`src/inc/qlp_pkg.sv`:
```
// Purpose: Shared constants for the quad-link panel host controller.
// Assumes: 200 MHz system clock, four links, 10 bits per colour.
// Notes:   How it works list below; counts derive from times.
//
// How it works
// Each link carries exactly 480 active pixel clocks per line.
// Horizontal blanking stays within 40 to 200 clocks, 70 typical.
// Every frame carries exactly 1080 active lines.
// Vertical blanking 20..86 lines (NTSC) or 228..300 lines (PAL).
// Pixel clock stays between 66.97 and 78.00 MHz, 74.25 typical.
// Frame rate 108..122 Hz for NTSC, 95..104 Hz for PAL.
// Panel ignores sync lines and uses data enable alone.
// With spread spectrum, raise the lowest clock above the minimum.
// Spread rate at 50..100 kHz modulation at most 7 - 0.06*fmod.
// Avoid spread-spectrum modulation below 30 kHz.
// Timing counts are derived from the pixel clock actually used.
// Each colour is unsigned 10 bits, zero black, larger brighter.
// No signals or control lines before the logic supply is on.
// Keep 400 ms before backlight on and 200 ms after backlight off.
// After supply off wait at least 1.0 s before switching on again.
// Signals are removed no later than the supply goes off.
// Interface signals never float in invalid periods.
// All data lines are driven low while the logic supply is off.
// PWM duty held within 5% to 100% during backlight shutdown.
// Format select high picks JEIDA, low picks VESA mapping.
// No-signal input high shows test pattern, low shows black.
// PWM input high means backlight on; open means full duty.
// Data enable high only on active pixels of active lines.
// All four links share one timing and stay aligned.
package qlp_pkg;

    // Link geometry
    localparam int LINKS = 32'h4;
    localparam int PIX_W = 32'h1E;               // 30 bits RGB per link
    localparam int BUS_W = LINKS * PIX_W;

    // Line and frame geometry
    localparam logic [9:0]  H_ACTIVE    = 10'h1E0; // 480
    localparam int          H_BLANK_MIN = 32'h28;  // 40
    localparam int          H_BLANK_TYP = 32'h46;  // 70
    localparam int          H_BLANK_MAX = 32'hC8;  // 200
    localparam logic [10:0] V_ACTIVE    = 11'h438; // 1080
    localparam int          VBN_MIN     = 32'h14;  // 20
    localparam int          VBN_TYP     = 32'h2D;  // 45
    localparam int          VBN_MAX     = 32'h56;  // 86
    localparam int          VBP_MIN     = 32'hE4;  // 228
    localparam int          VBP_TYP     = 32'h10E; // 270
    localparam int          VBP_MAX     = 32'h12C; // 300

    // Pixel clock synthesis: 200 MHz * 594/800 toggles, two per period = 74.25 MHz
    localparam int          ACC_W    = 32'hA;
    localparam logic [10:0] ACC_STEP = 11'h252;    // 594
    localparam logic [10:0] ACC_MOD  = 11'h320;    // 800

    // Sequencing times in ms and the clock rate
    localparam int CLK_MHZ   = 32'hC8;             // 200
    localparam int T_RISE_MS = 32'h14;             // 20, supply rise
    localparam int T3_MS     = 32'h190;            // 400
    localparam int T4_MS     = 32'hC8;             // 200
    localparam int T5_MS     = 32'h3E8;            // 1000 = 1.0 s
    localparam int TMR_W     = 32'h1C;

    // Backlight dimming
    localparam int         PWM_W       = 32'h8;
    localparam int         PWM_MIN_PCT = 32'h5;
    localparam logic [7:0] PWM_MIN     =
        8'((PWM_MIN_PCT * 256 + 99) / 100);       // Rounded up

    // Minimum-time conversion, at least one cycle
    function automatic int ms_to_cyc(input int ms);
        int c;
        c = ms * CLK_MHZ * 1000;
        return (c < 1) ? 1 : c;
    endfunction : ms_to_cyc

    // Power sequencer states, Gray from PW_OFF through PW_COOL; PW_COOL back to PW_OFF flips two bits
    typedef enum logic [2:0] {
        PW_OFF   = 3'h0,
        PW_RISE  = 3'h1,
        PW_SIG   = 3'h3,
        PW_RUN   = 3'h2,
        PW_BLDN  = 3'h6,
        PW_SIGDN = 3'h7,
        PW_COOL  = 3'h5
    } qlp_pwr_e;

endpackage : qlp_pkg

```
`src/inc/qlp_stream_if.sv`:
```
// Purpose: Valid/ready carrier between the controller's own modules.
// Assumes: One source, one sink, same clock.
// Notes:   Width is a parameter.
`timescale 1ns/1ps
`default_nettype none
interface qlp_stream_if #(parameter int W = 8);
    logic         valid;
    logic         ready;
    logic [W-1:0] data;
    modport src (output valid, output data, input ready);
    modport snk (input valid, input data, output ready);
endinterface : qlp_stream_if
`default_nettype wire

```
`src/hdl/qlp_fifo.sv`:
```
// Purpose: Pixel word FIFO between user stream and line timing.
// Assumes: DEPTH is a power of two; push and pop on one clock.
// Notes:   Ready is registered so back-pressure is a clean flop.
`timescale 1ns/1ps
`default_nettype none
module qlp_fifo #(
    parameter int W     = 120,
    parameter int DEPTH = 16
) (
    // Clock and reset
    input  wire logic clock_i,
    input  wire logic rst_i,
    // Streams
    qlp_stream_if.snk wr,
    qlp_stream_if.src rd
);
    localparam int AW = $clog2(DEPTH);

    if (DEPTH < 2 || (1 << AW) != DEPTH) begin : g_bad_depth
        $error("qlp_fifo: DEPTH must be a power of two");
    end

    logic [W-1:0]  mem_q [DEPTH];
    logic [AW-1:0] wp_q, wp_d, rp_q, rp_d;
    logic [AW:0]   cnt_q, cnt_d;
    logic          rdy_q, rdy_d;
    logic          push, pop;

    // Handshakes and next pointers
    always_comb begin
        push  = wr.valid && rdy_q;
        pop   = rd.ready && (cnt_q != '0);
        wp_d  = push ? AW'(wp_q + 1'b1) : wp_q;
        rp_d  = pop ? AW'(rp_q + 1'b1) : rp_q;
        cnt_d = AW'(0) + cnt_q + (AW+1)'(push) - (AW+1)'(pop);
        rdy_d = (cnt_d < (AW+1)'(DEPTH));
    end

    // State registers
    always_ff @(posedge clock_i) begin
        if (rst_i) begin
            wp_q  <= '0;
            rp_q  <= '0;
            cnt_q <= '0;
            rdy_q <= 1'b0;
        end else begin
            wp_q  <= wp_d;
            rp_q  <= rp_d;
            cnt_q <= cnt_d;
            rdy_q <= rdy_d;
        end
    end

    // Storage
    always_ff @(posedge clock_i) begin
        if (push) begin
            mem_q[wp_q] <= wr.data;
        end
    end

    assign wr.ready = rdy_q;
    assign rd.valid = (cnt_q != '0);
    assign rd.data  = mem_q[rp_q];

endmodule : qlp_fifo
`default_nettype wire

```
`src/hdl/qlp_host.sv`:
```
// Purpose: Host that powers, times and feeds a quad-link video panel.
// Assumes: 200 MHz clock; pixel clock made by a phase accumulator.
// Notes:   Data enable only timing; sync lines are not produced.
`timescale 1ns/1ps
`default_nettype none
module qlp_host #(
    parameter int H_BLANK      = qlp_pkg::H_BLANK_TYP,
    parameter int V_BLANK_NTSC = qlp_pkg::VBN_TYP,
    parameter int V_BLANK_PAL  = qlp_pkg::VBP_TYP,
    parameter int FIFO_DEPTH   = 16,
    parameter int T_RISE_CYC   = qlp_pkg::ms_to_cyc(qlp_pkg::T_RISE_MS),
    parameter int T3_CYC       = qlp_pkg::ms_to_cyc(qlp_pkg::T3_MS),
    parameter int T4_CYC       = qlp_pkg::ms_to_cyc(qlp_pkg::T4_MS),
    parameter int T5_CYC       = qlp_pkg::ms_to_cyc(qlp_pkg::T5_MS)
) (
    // Clock and reset
    input  wire logic                       clock_i,
    input  wire logic                       rst_i,
    // User control
    input  wire logic                       power_req_i,
    input  wire logic                       rate_pal_i,
    input  wire logic                       fmt_jeida_i,
    input  wire logic                       test_pattern_i,
    input  wire logic [qlp_pkg::PWM_W-1:0]  pwm_duty_i,
    // User pixel stream
    input  wire logic                       pix_valid_i,
    input  wire logic [qlp_pkg::BUS_W-1:0]  pix_data_i,
    output logic                            pix_ready_o,
    // Status
    output logic                            video_on_o,
    output logic                            underrun_o,
    output logic                            power_idle_o,
    // Panel pins
    output logic                            panel_logic_supply_o,
    output logic                            pix_clk_o,
    output logic                            de_o,
    output logic [qlp_pkg::BUS_W-1:0]       pix_data_o,
    output logic                            fmt_jeida_o,
    output logic                            auto_test_pattern_o,
    output logic                            backlight_on_ctl_o,
    output logic                            backlight_pwm_dim_in_o
);
    import qlp_pkg::*;

    localparam logic [9:0]  H_TOT  = 10'(H_ACTIVE + H_BLANK);
    localparam logic [10:0] VT_NT  = 11'(V_ACTIVE + V_BLANK_NTSC);
    localparam logic [10:0] VT_PAL = 11'(V_ACTIVE + V_BLANK_PAL);

    ////////////////////////////////////////////////////////////////////
    // Elaboration checks
    if (H_BLANK < H_BLANK_MIN || H_BLANK > H_BLANK_MAX) begin : g_bad_h
        $error("qlp_host: H_BLANK out of range");
    end
    if (V_BLANK_NTSC < VBN_MIN || V_BLANK_NTSC > VBN_MAX ||
        V_BLANK_PAL < VBP_MIN || V_BLANK_PAL > VBP_MAX) begin : g_bad_v
        $error("qlp_host: vertical blanking out of range");
    end
    if (T_RISE_CYC < 1 || T3_CYC < 1 || T4_CYC < 1 || T5_CYC < 1 ||
        T5_CYC >= (1 << TMR_W)) begin : g_bad_t
        $error("qlp_host: sequencing count out of range");
    end

    ////////////////////////////////////////////////////////////////////
    // Pixel FIFO
    qlp_stream_if #(.W(BUS_W)) in_s ();
    qlp_stream_if #(.W(BUS_W)) out_s ();

    assign in_s.valid  = pix_valid_i;
    assign in_s.data   = pix_data_i;
    assign pix_ready_o = in_s.ready;

    qlp_fifo #(.W(BUS_W), .DEPTH(FIFO_DEPTH)) u_fifo (
        .clock_i (clock_i),
        .rst_i   (rst_i),
        .wr      (in_s),
        .rd      (out_s)
    );

    ////////////////////////////////////////////////////////////////////
    // Power sequencer
    qlp_pwr_e          st_q, st_d;
    logic [TMR_W-1:0]  tmr_q, tmr_d;
    logic              pal_q, pal_d;
    logic              sup_q, sup_d;
    logic              bl_q, bl_d;
    logic              fmt_q, fmt_d;
    logic              atp_q, atp_d;
    logic              idle_q, idle_d;
    logic              vid_on;

    // Next state and sequencing outputs
    always_comb begin
        st_d  = st_q;
        pal_d = pal_q;
        tmr_d = (tmr_q == '0) ? tmr_q : TMR_W'(tmr_q - 1'b1);
        unique case (st_q)
            PW_OFF: begin
                if (power_req_i) begin
                    st_d  = PW_RISE;
                    tmr_d = TMR_W'(T_RISE_CYC - 1);
                end
            end
            PW_RISE: begin
                if (!power_req_i) begin
                    st_d = PW_SIGDN;
                end else if (tmr_q == '0) begin
                    st_d  = PW_SIG;
                    pal_d = rate_pal_i;
                    tmr_d = TMR_W'(T3_CYC - 1);
                end
            end
            PW_SIG: begin
                if (!power_req_i) begin
                    st_d = PW_SIGDN;
                end else if (tmr_q == '0) begin
                    st_d = PW_RUN;
                end
            end
            PW_RUN: begin
                if (!power_req_i) begin
                    st_d  = PW_BLDN;
                    tmr_d = TMR_W'(T4_CYC - 1);
                end
            end
            PW_BLDN: begin
                if (tmr_q == '0) begin
                    st_d = PW_SIGDN;
                end
            end
            PW_SIGDN: begin
                st_d  = PW_COOL;
                tmr_d = TMR_W'(T5_CYC - 1);
            end
            PW_COOL: begin
                if (tmr_q == '0) begin
                    st_d = PW_OFF;
                end
            end
            default: begin
                st_d = PW_OFF;
            end
        endcase
        sup_d  = (st_d != PW_OFF) && (st_d != PW_COOL);
        bl_d   = (st_d == PW_RUN);
        fmt_d  = sup_d && fmt_jeida_i;
        atp_d  = sup_d && test_pattern_i;
        idle_d = (st_d == PW_OFF);
    end

    // Sequencer registers
    always_ff @(posedge clock_i) begin
        if (rst_i) begin
            st_q   <= PW_OFF;
            tmr_q  <= '0;
            pal_q  <= 1'b0;
            sup_q  <= 1'b0;
            bl_q   <= 1'b0;
            fmt_q  <= 1'b0;
            atp_q  <= 1'b0;
            idle_q <= 1'b1;
        end else begin
            st_q   <= st_d;
            tmr_q  <= tmr_d;
            pal_q  <= pal_d;
            sup_q  <= sup_d;
            bl_q   <= bl_d;
            fmt_q  <= fmt_d;
            atp_q  <= atp_d;
            idle_q <= idle_d;
        end
    end

    assign vid_on = (st_q == PW_SIG) || (st_q == PW_RUN) ||
                    (st_q == PW_BLDN);

    ////////////////////////////////////////////////////////////////////
    // Pixel clock and line/frame timing
    logic [ACC_W-1:0] acc_q, acc_d;
    logic             pclk_q, pclk_d;
    logic [9:0]       h_q, h_d;
    logic [10:0]      v_q, v_d;
    logic             de_q, de_d;
    logic [BUS_W-1:0] dat_q, dat_d;
    logic             urun_q, urun_d;
    logic             von_q;
    logic             tick;
    logic             active;
    logic [10:0]      acc_sum;
    logic [10:0]      v_tot;

    // Next pixel state, one tick per rising pixel clock
    always_comb begin
        acc_d   = acc_q;
        pclk_d  = pclk_q;
        h_d     = h_q;
        v_d     = v_q;
        de_d    = de_q;
        dat_d   = dat_q;
        urun_d  = 1'b0;
        tick    = 1'b0;
        active  = (h_q < H_ACTIVE) && (v_q < V_ACTIVE);
        acc_sum = 11'(acc_q) + ACC_STEP;   // No spread, see
        v_tot   = pal_q ? VT_PAL : VT_NT;
        if (!vid_on) begin
            acc_d  = '0;
            pclk_d = 1'b0;
            h_d    = '0;
            v_d    = '0;
            de_d   = 1'b0;
            dat_d  = '0;
        end else begin
            if (acc_sum >= ACC_MOD) begin
                acc_d  = ACC_W'(acc_sum - ACC_MOD);
                pclk_d = ~pclk_q;
                tick   = ~pclk_q;
            end else begin
                acc_d = ACC_W'(acc_sum);
            end
            if (tick) begin
                // One data enable and one word for all links
                de_d   = active;
                dat_d  = (active && out_s.valid) ? out_s.data : '0;
                urun_d = active && !out_s.valid;
                if (h_q == H_TOT - 10'h001) begin
                    h_d = '0;
                    v_d = (v_q == v_tot - 11'h001) ? '0 :
                          11'(v_q + 1'b1);
                end else begin
                    h_d = 10'(h_q + 1'b1);
                end
            end
        end
    end

    assign out_s.ready = tick && active;

    // Timing registers
    always_ff @(posedge clock_i) begin
        if (rst_i) begin
            acc_q  <= '0;
            pclk_q <= 1'b0;
            h_q    <= '0;
            v_q    <= '0;
            de_q   <= 1'b0;
            dat_q  <= '0;
            urun_q <= 1'b0;
            von_q  <= 1'b0;
        end else begin
            acc_q  <= acc_d;
            pclk_q <= pclk_d;
            h_q    <= h_d;
            v_q    <= v_d;
            de_q   <= de_d;
            dat_q  <= dat_d;
            urun_q <= urun_d;
            von_q  <= vid_on;
        end
    end

    ////////////////////////////////////////////////////////////////////
    // Backlight dimming
    logic [PWM_W-1:0] pcnt_q, pcnt_d;
    logic [PWM_W-1:0] duty;
    logic             pwm_q, pwm_d;

    // Duty floor during shutdown, full scale means always high
    always_comb begin
        pcnt_d = PWM_W'(pcnt_q + 1'b1);
        duty   = pwm_duty_i;
        if (st_q == PW_BLDN && pwm_duty_i < PWM_MIN) begin
            duty = PWM_MIN;
        end
        pwm_d = ((st_q == PW_RUN) || (st_q == PW_BLDN)) &&
                ((pcnt_q < duty) || (&duty));
    end

    // Dimming registers
    always_ff @(posedge clock_i) begin
        if (rst_i) begin
            pcnt_q <= '0;
            pwm_q  <= 1'b0;
        end else begin
            pcnt_q <= pcnt_d;
            pwm_q  <= pwm_d;
        end
    end

    ////////////////////////////////////////////////////////////////////
    // Outputs
    assign panel_logic_supply_o   = sup_q;
    assign pix_clk_o              = pclk_q;
    assign de_o                   = de_q;
    assign pix_data_o             = dat_q;
    assign fmt_jeida_o            = fmt_q;
    assign auto_test_pattern_o    = atp_q;
    assign backlight_on_ctl_o     = bl_q;
    assign backlight_pwm_dim_in_o = pwm_q;
    assign video_on_o             = von_q;
    assign underrun_o             = urun_q;
    assign power_idle_o           = idle_q;

    ////////////////////////////////////////////////////////////////////
    // Checks
    logic [9:0] dew_q, dew_d;

    // Width of the current data enable run in pixel ticks
    always_comb begin
        dew_d = dew_q;
        if (tick || !vid_on) begin
            dew_d = de_d ? 10'(dew_q + 1'b1) : '0;
        end
    end

    always_ff @(posedge clock_i) begin
        if (rst_i) begin
            dew_q <= '0;
        end else begin
            dew_q <= dew_d;
        end
    end
endmodule : qlp_host
`default_nettype wire

```
`config.mk`:
```
export PLATFORM = sky130hd
export DESIGN_NAME = qlp_host
export DESIGN_NICKNAME = d
export VERILOG_FILES = /design/src/inc/qlp_pkg.sv /design/src/inc/qlp_stream_if.sv /design/src/hdl/qlp_fifo.sv /design/src/hdl/qlp_host.sv
export SDC_FILE = /design/constraint.sdc
export NUM_CORES = 2
export LEC_CHECK = 0
export BUFFER_PORTS_ARGS = -buffer_cell sky130_fd_sc_hd__buf_4
export CAP_MARGIN = 20
export CORE_AREA = 2 2 356 499
export CTS_BUF_LIST = sky130_fd_sc_hd__clkbuf_4 sky130_fd_sc_hd__clkbuf_8 sky130_fd_sc_hd__clkbuf_16
export DETAILED_ROUTE_END_ITERATION = 10
export DIE_AREA = 0 0 358 501
export GPL_ROUTABILITY_DRIVEN = 0
export PLACE_DENSITY = 0.66
export SYNTH_ARGS = -nofsm -noshare
export SYNTH_HDL_FRONTEND = slang
export SYNTH_HIERARCHICAL = 1
export SYNTH_SLANG_ARGS = --single-unit
```
`constraint.sdc`:
```
create_clock -name clock_i -period 29.2 [get_ports clock_i]
set_input_delay 1.46 -clock clock_i [delete_from_list [all_inputs] [get_ports clock_i]]
set_output_delay 1.46 -clock clock_i [all_outputs]
set_load 0.01 [all_outputs]
```
==> impl_metrics.tcl <==
set metrics [dict create \
    status "completed" \
    fin_worst_skew_ps 26.51 \
    fin_nets 4559 \
    portBuffers 265 \
    ys_top_cells_by_count "edfxtp_1 (1920), mux4_2 (480), a22oi_1 (240)" \
    route.detailed.drc 0 \
    busiest_layer "met2" \
    grt_pass1_wl_um 291900 \
    crit_arrival_ps 5590 \
    synth_edf_count 1920 \
    synth_nets 4279 \
    synth_area_leaders "edfxtp_1 (71%), mux4_2 (13%), dfxtp_1 (5.3%)" \
    fin_crit_ps 4919 \
    clock_path_buffers 3 \
    cp-end-kind "flip-flop" \
    ctsHtreeMaxLevel 4 \
    start_kind "flip-flop" \
    layout_setup_ws_ps 24280 \
    rows 182 \
    core_region_area_um2 174900 \
    cts.sinks 2138 \
    clk_pin_slew_worst_paths_ps 60 \
    cts_tree "yes" \
    dp_hpwl_um 101600 \
    path_class "reg -> reg" \
    insertion_delay_ps 850 \
    synth_most_common_cell "edfxtp_1" \
    grt_pass1_vias 42730 \
    p_leak_nw 28.86 \
    synth_cell_type_count 66 \
    cts_resized 0 \
    ys_warn_count 6 \
    yosysTopAreaCellShare_pct 70.55 \
    met3_usage_pct 5.215 \
    first_pass_iters 5 \
    reg2regPathDepth 8 \
    crit_top_cell "buf_4" \
    critical_path.max_stage_delay_ps 930 \
    postCtsSetupBuffers 0 \
    slew_headroom_pct 23.54 \
    antenna_left 0 \
    gr-total-overflow 0 \
    use_met1_pct 31.76 \
    dieWidth_um 358 \
    ys_seq_area_share_pct 75.89 \
    r2r-end "pix_data_o[31]$_SDFFE_PP0P_" \
    setup_viol 0 \
    path_cells "buf_4 -> buf_4 -> buf_4 -> mux4_2 -> a22oi_1 -> nand2_1 -> nand4b_1 -> a21oi_1" \
    grt_use_met2_pct 35.87 \
    vias_per_cell 6.150 \
    powerDensity_nw_per_um2 69.62 \
    vdd_drop_max_mv 0.07131 \
    min_path_type "reg -> reg" \
    synth_top_area_cell "edfxtp_1" \
    ys_seq_elements 2138 \
    worst_pin_slew_ps 1147 \
    netlist_area_um2 81720 \
    worstPathMaxFanout 48 \
    rrSetupSlack_ps 24280 \
    grtUsageTotal_pct 22.58 \
    hold_buffers 0 \
    place_ws_ps 23980 \
    pin_count 266 \
    post-route-period-util_pct 16.84 \
    syn2layout_area_growth_pct 14.20 \
    async_reset_ff_share_pct 0 \
    drt_iter0_markers 4368 \
    multi_input_area_um2 18580 \
    cts-root-buf "clkbuf_16" \
    fin_setup_tns_ps 0 \
    seqCellArea_um2 62030 \
    max_cap_viol_count 0 \
    vias 42310 \
    slowest_stage "dfxtp_4" \
    antenna_found_initial 21 \
    drv_slew 0 \
    grt_max_degree 121 \
    die_area_um2 179400 \
    wire_per_inst_um 29.49 \
    wirelength_um 202900 \
    die_h_um 501 \
    syn_avg_cell_area_um2 19.86 \
    rsz0062_at_grt "no" \
    syn_inst 4114 \
    start_util_pct 46.73 \
    drive_gt1_share_pct 27.01 \
    cts_buffers 200 \
    endpoint "pix_data_o[31]$_SDFFE_PP0P_" \
    required_ps 29870 \
    hold_viol 0 \
    fillers 13620 \
    ys.flop_type "edfxtp_1" \
    max_freq_mhz 203.3 \
]
## metrics by stage
| step | power, W | cells | utilization (%) | area [µm²] | hold WS [ps] |
|---|---|---|---|---|---|
| finish | 0.006498 | 6879 | 53.36 | 93330 | 476.7 |
| global route | 0.006686 | 6875 | 53.36 | 93320 | 496.6 |
| global placement | 0.003822 | 6492 | 49.31 | 86240 | 459.2 |
| floorplan | 0.003683 | 4114 | - | 81720 | 422.5 |
| CTS | 0.006546 | 6872 | 53.35 | 93310 | 479.6 |
| detailed placement | 0.003832 | 6492 | 49.31 | 86240 | 468.2 |
## worst max-delay path, delay by kind of cell (launching register included)
| kind | cells | cell delay (ps) |
|---|---|---|
| mux | 1 | 600 |
| flops | 1 | 930 |
| compound gates | 2 | 330 |
| buf+inv | 3 | 2560 |
| simple gates | 2 | 170 |
## worst min path at each step
stage,cells after the start,end,from,slack [ps]
floorplan,1,pcnt_q[0]$_SDFF_PP0_,pcnt_q[0]$_SDFF_PP0_,420
global placement,2,pix_data_o[42]$_SDFFE_PP0P_,pix_data_o[42]$_SDFFE_PP0P_,460
detailed placement,2,pix_data_o[57]$_SDFFE_PP0P_,pix_data_o[57]$_SDFFE_PP0P_,470
CTS,2,pix_data_o[16]$_SDFFE_PP0P_,pix_data_o[16]$_SDFFE_PP0P_,480
global route,2,pix_data_o[95]$_SDFFE_PP0P_,pix_data_o[95]$_SDFFE_PP0P_,500
finish,2,pix_data_o[1]$_SDFFE_PP0P_,pix_data_o[1]$_SDFFE_PP0P_,480
## metal layers
layer / routed length [µm] / share of wire, %
met5: 164 / 0.081
met4: 3767 / 1.9
met3: 18240 / 9.0
met2: 97660 / 48
met1: 83050 / 41
## cells by family after synthesis
family,Yosys count,synth area share (%)
and+or+nand+nor,518,3.658
AOI/OAI and AO/OA,608,4.693
DFF,2138,75.89
buffers and inverters,295,1.578
xor gates and xnor gates,43,0.4608
adders and majority gates,30,0.4685
muxes,482,13.25
## cell type report
cell class              count  area share [%]
well taps                2300           3.084
multi-input cells        1681           19.91
repair buffers            345           2.842
diodes                      7         0.01877
clock inverters            90           1.182
clock buffers             290           6.388
inverters                  28          0.1126
flip-flops and latches   2138           66.47
## power by group
part,leakage (nW),switching [W],internal [W],total (W)
Clock,3.55,0.00113,0.00160,0.00273
Combinational,6.26,0.000254,0.000106,0.000359
Sequential,19.0,0.0000211,0.00339,0.00341
Total,28.9,0.00140,0.00510,0.00650
## state kept, by name, summed over array words and instances (netlist names), 3 cells and up, named ones only
name,count
pcnt_q,8
st_q,3
u_fifo/wp_q,4
tmr_q,28
u_fifo/rp_q,4
u_fifo/cnt_q,5
pix_data_o,120
acc_q,9
v_q,11
h_q,10
u_fifo/mem_q,1920
## placed cells by master (no fill, tap or decap), types with 8 or more instances in the layout
master	instances
xnor2_1	22
buf_4	340
mux4_2	480
nor2_4	13
bufinv_16	20
or4_1	13
or3_1	10
nand2b_1	10
a22oi_1	240
nor2_1	50
dfxtp_1	215
or2_2	8
clkinv_2	34
a31oi_1	8
nor3_1	32
xor2_1	21
edfxtp_1	1920
nand4b_1	123
inv_1	28
a21oi_1	165
o21ai_0	137
nand2_1	163
nand3_1	20
clkbuf_4	54
clkbuf_8	31
nor4_1	18
clkbuf_16	205
nand4_1	12
clkinv_1	14
ha_1	29
No activity file was read; power rests on OpenSTA's default activity.
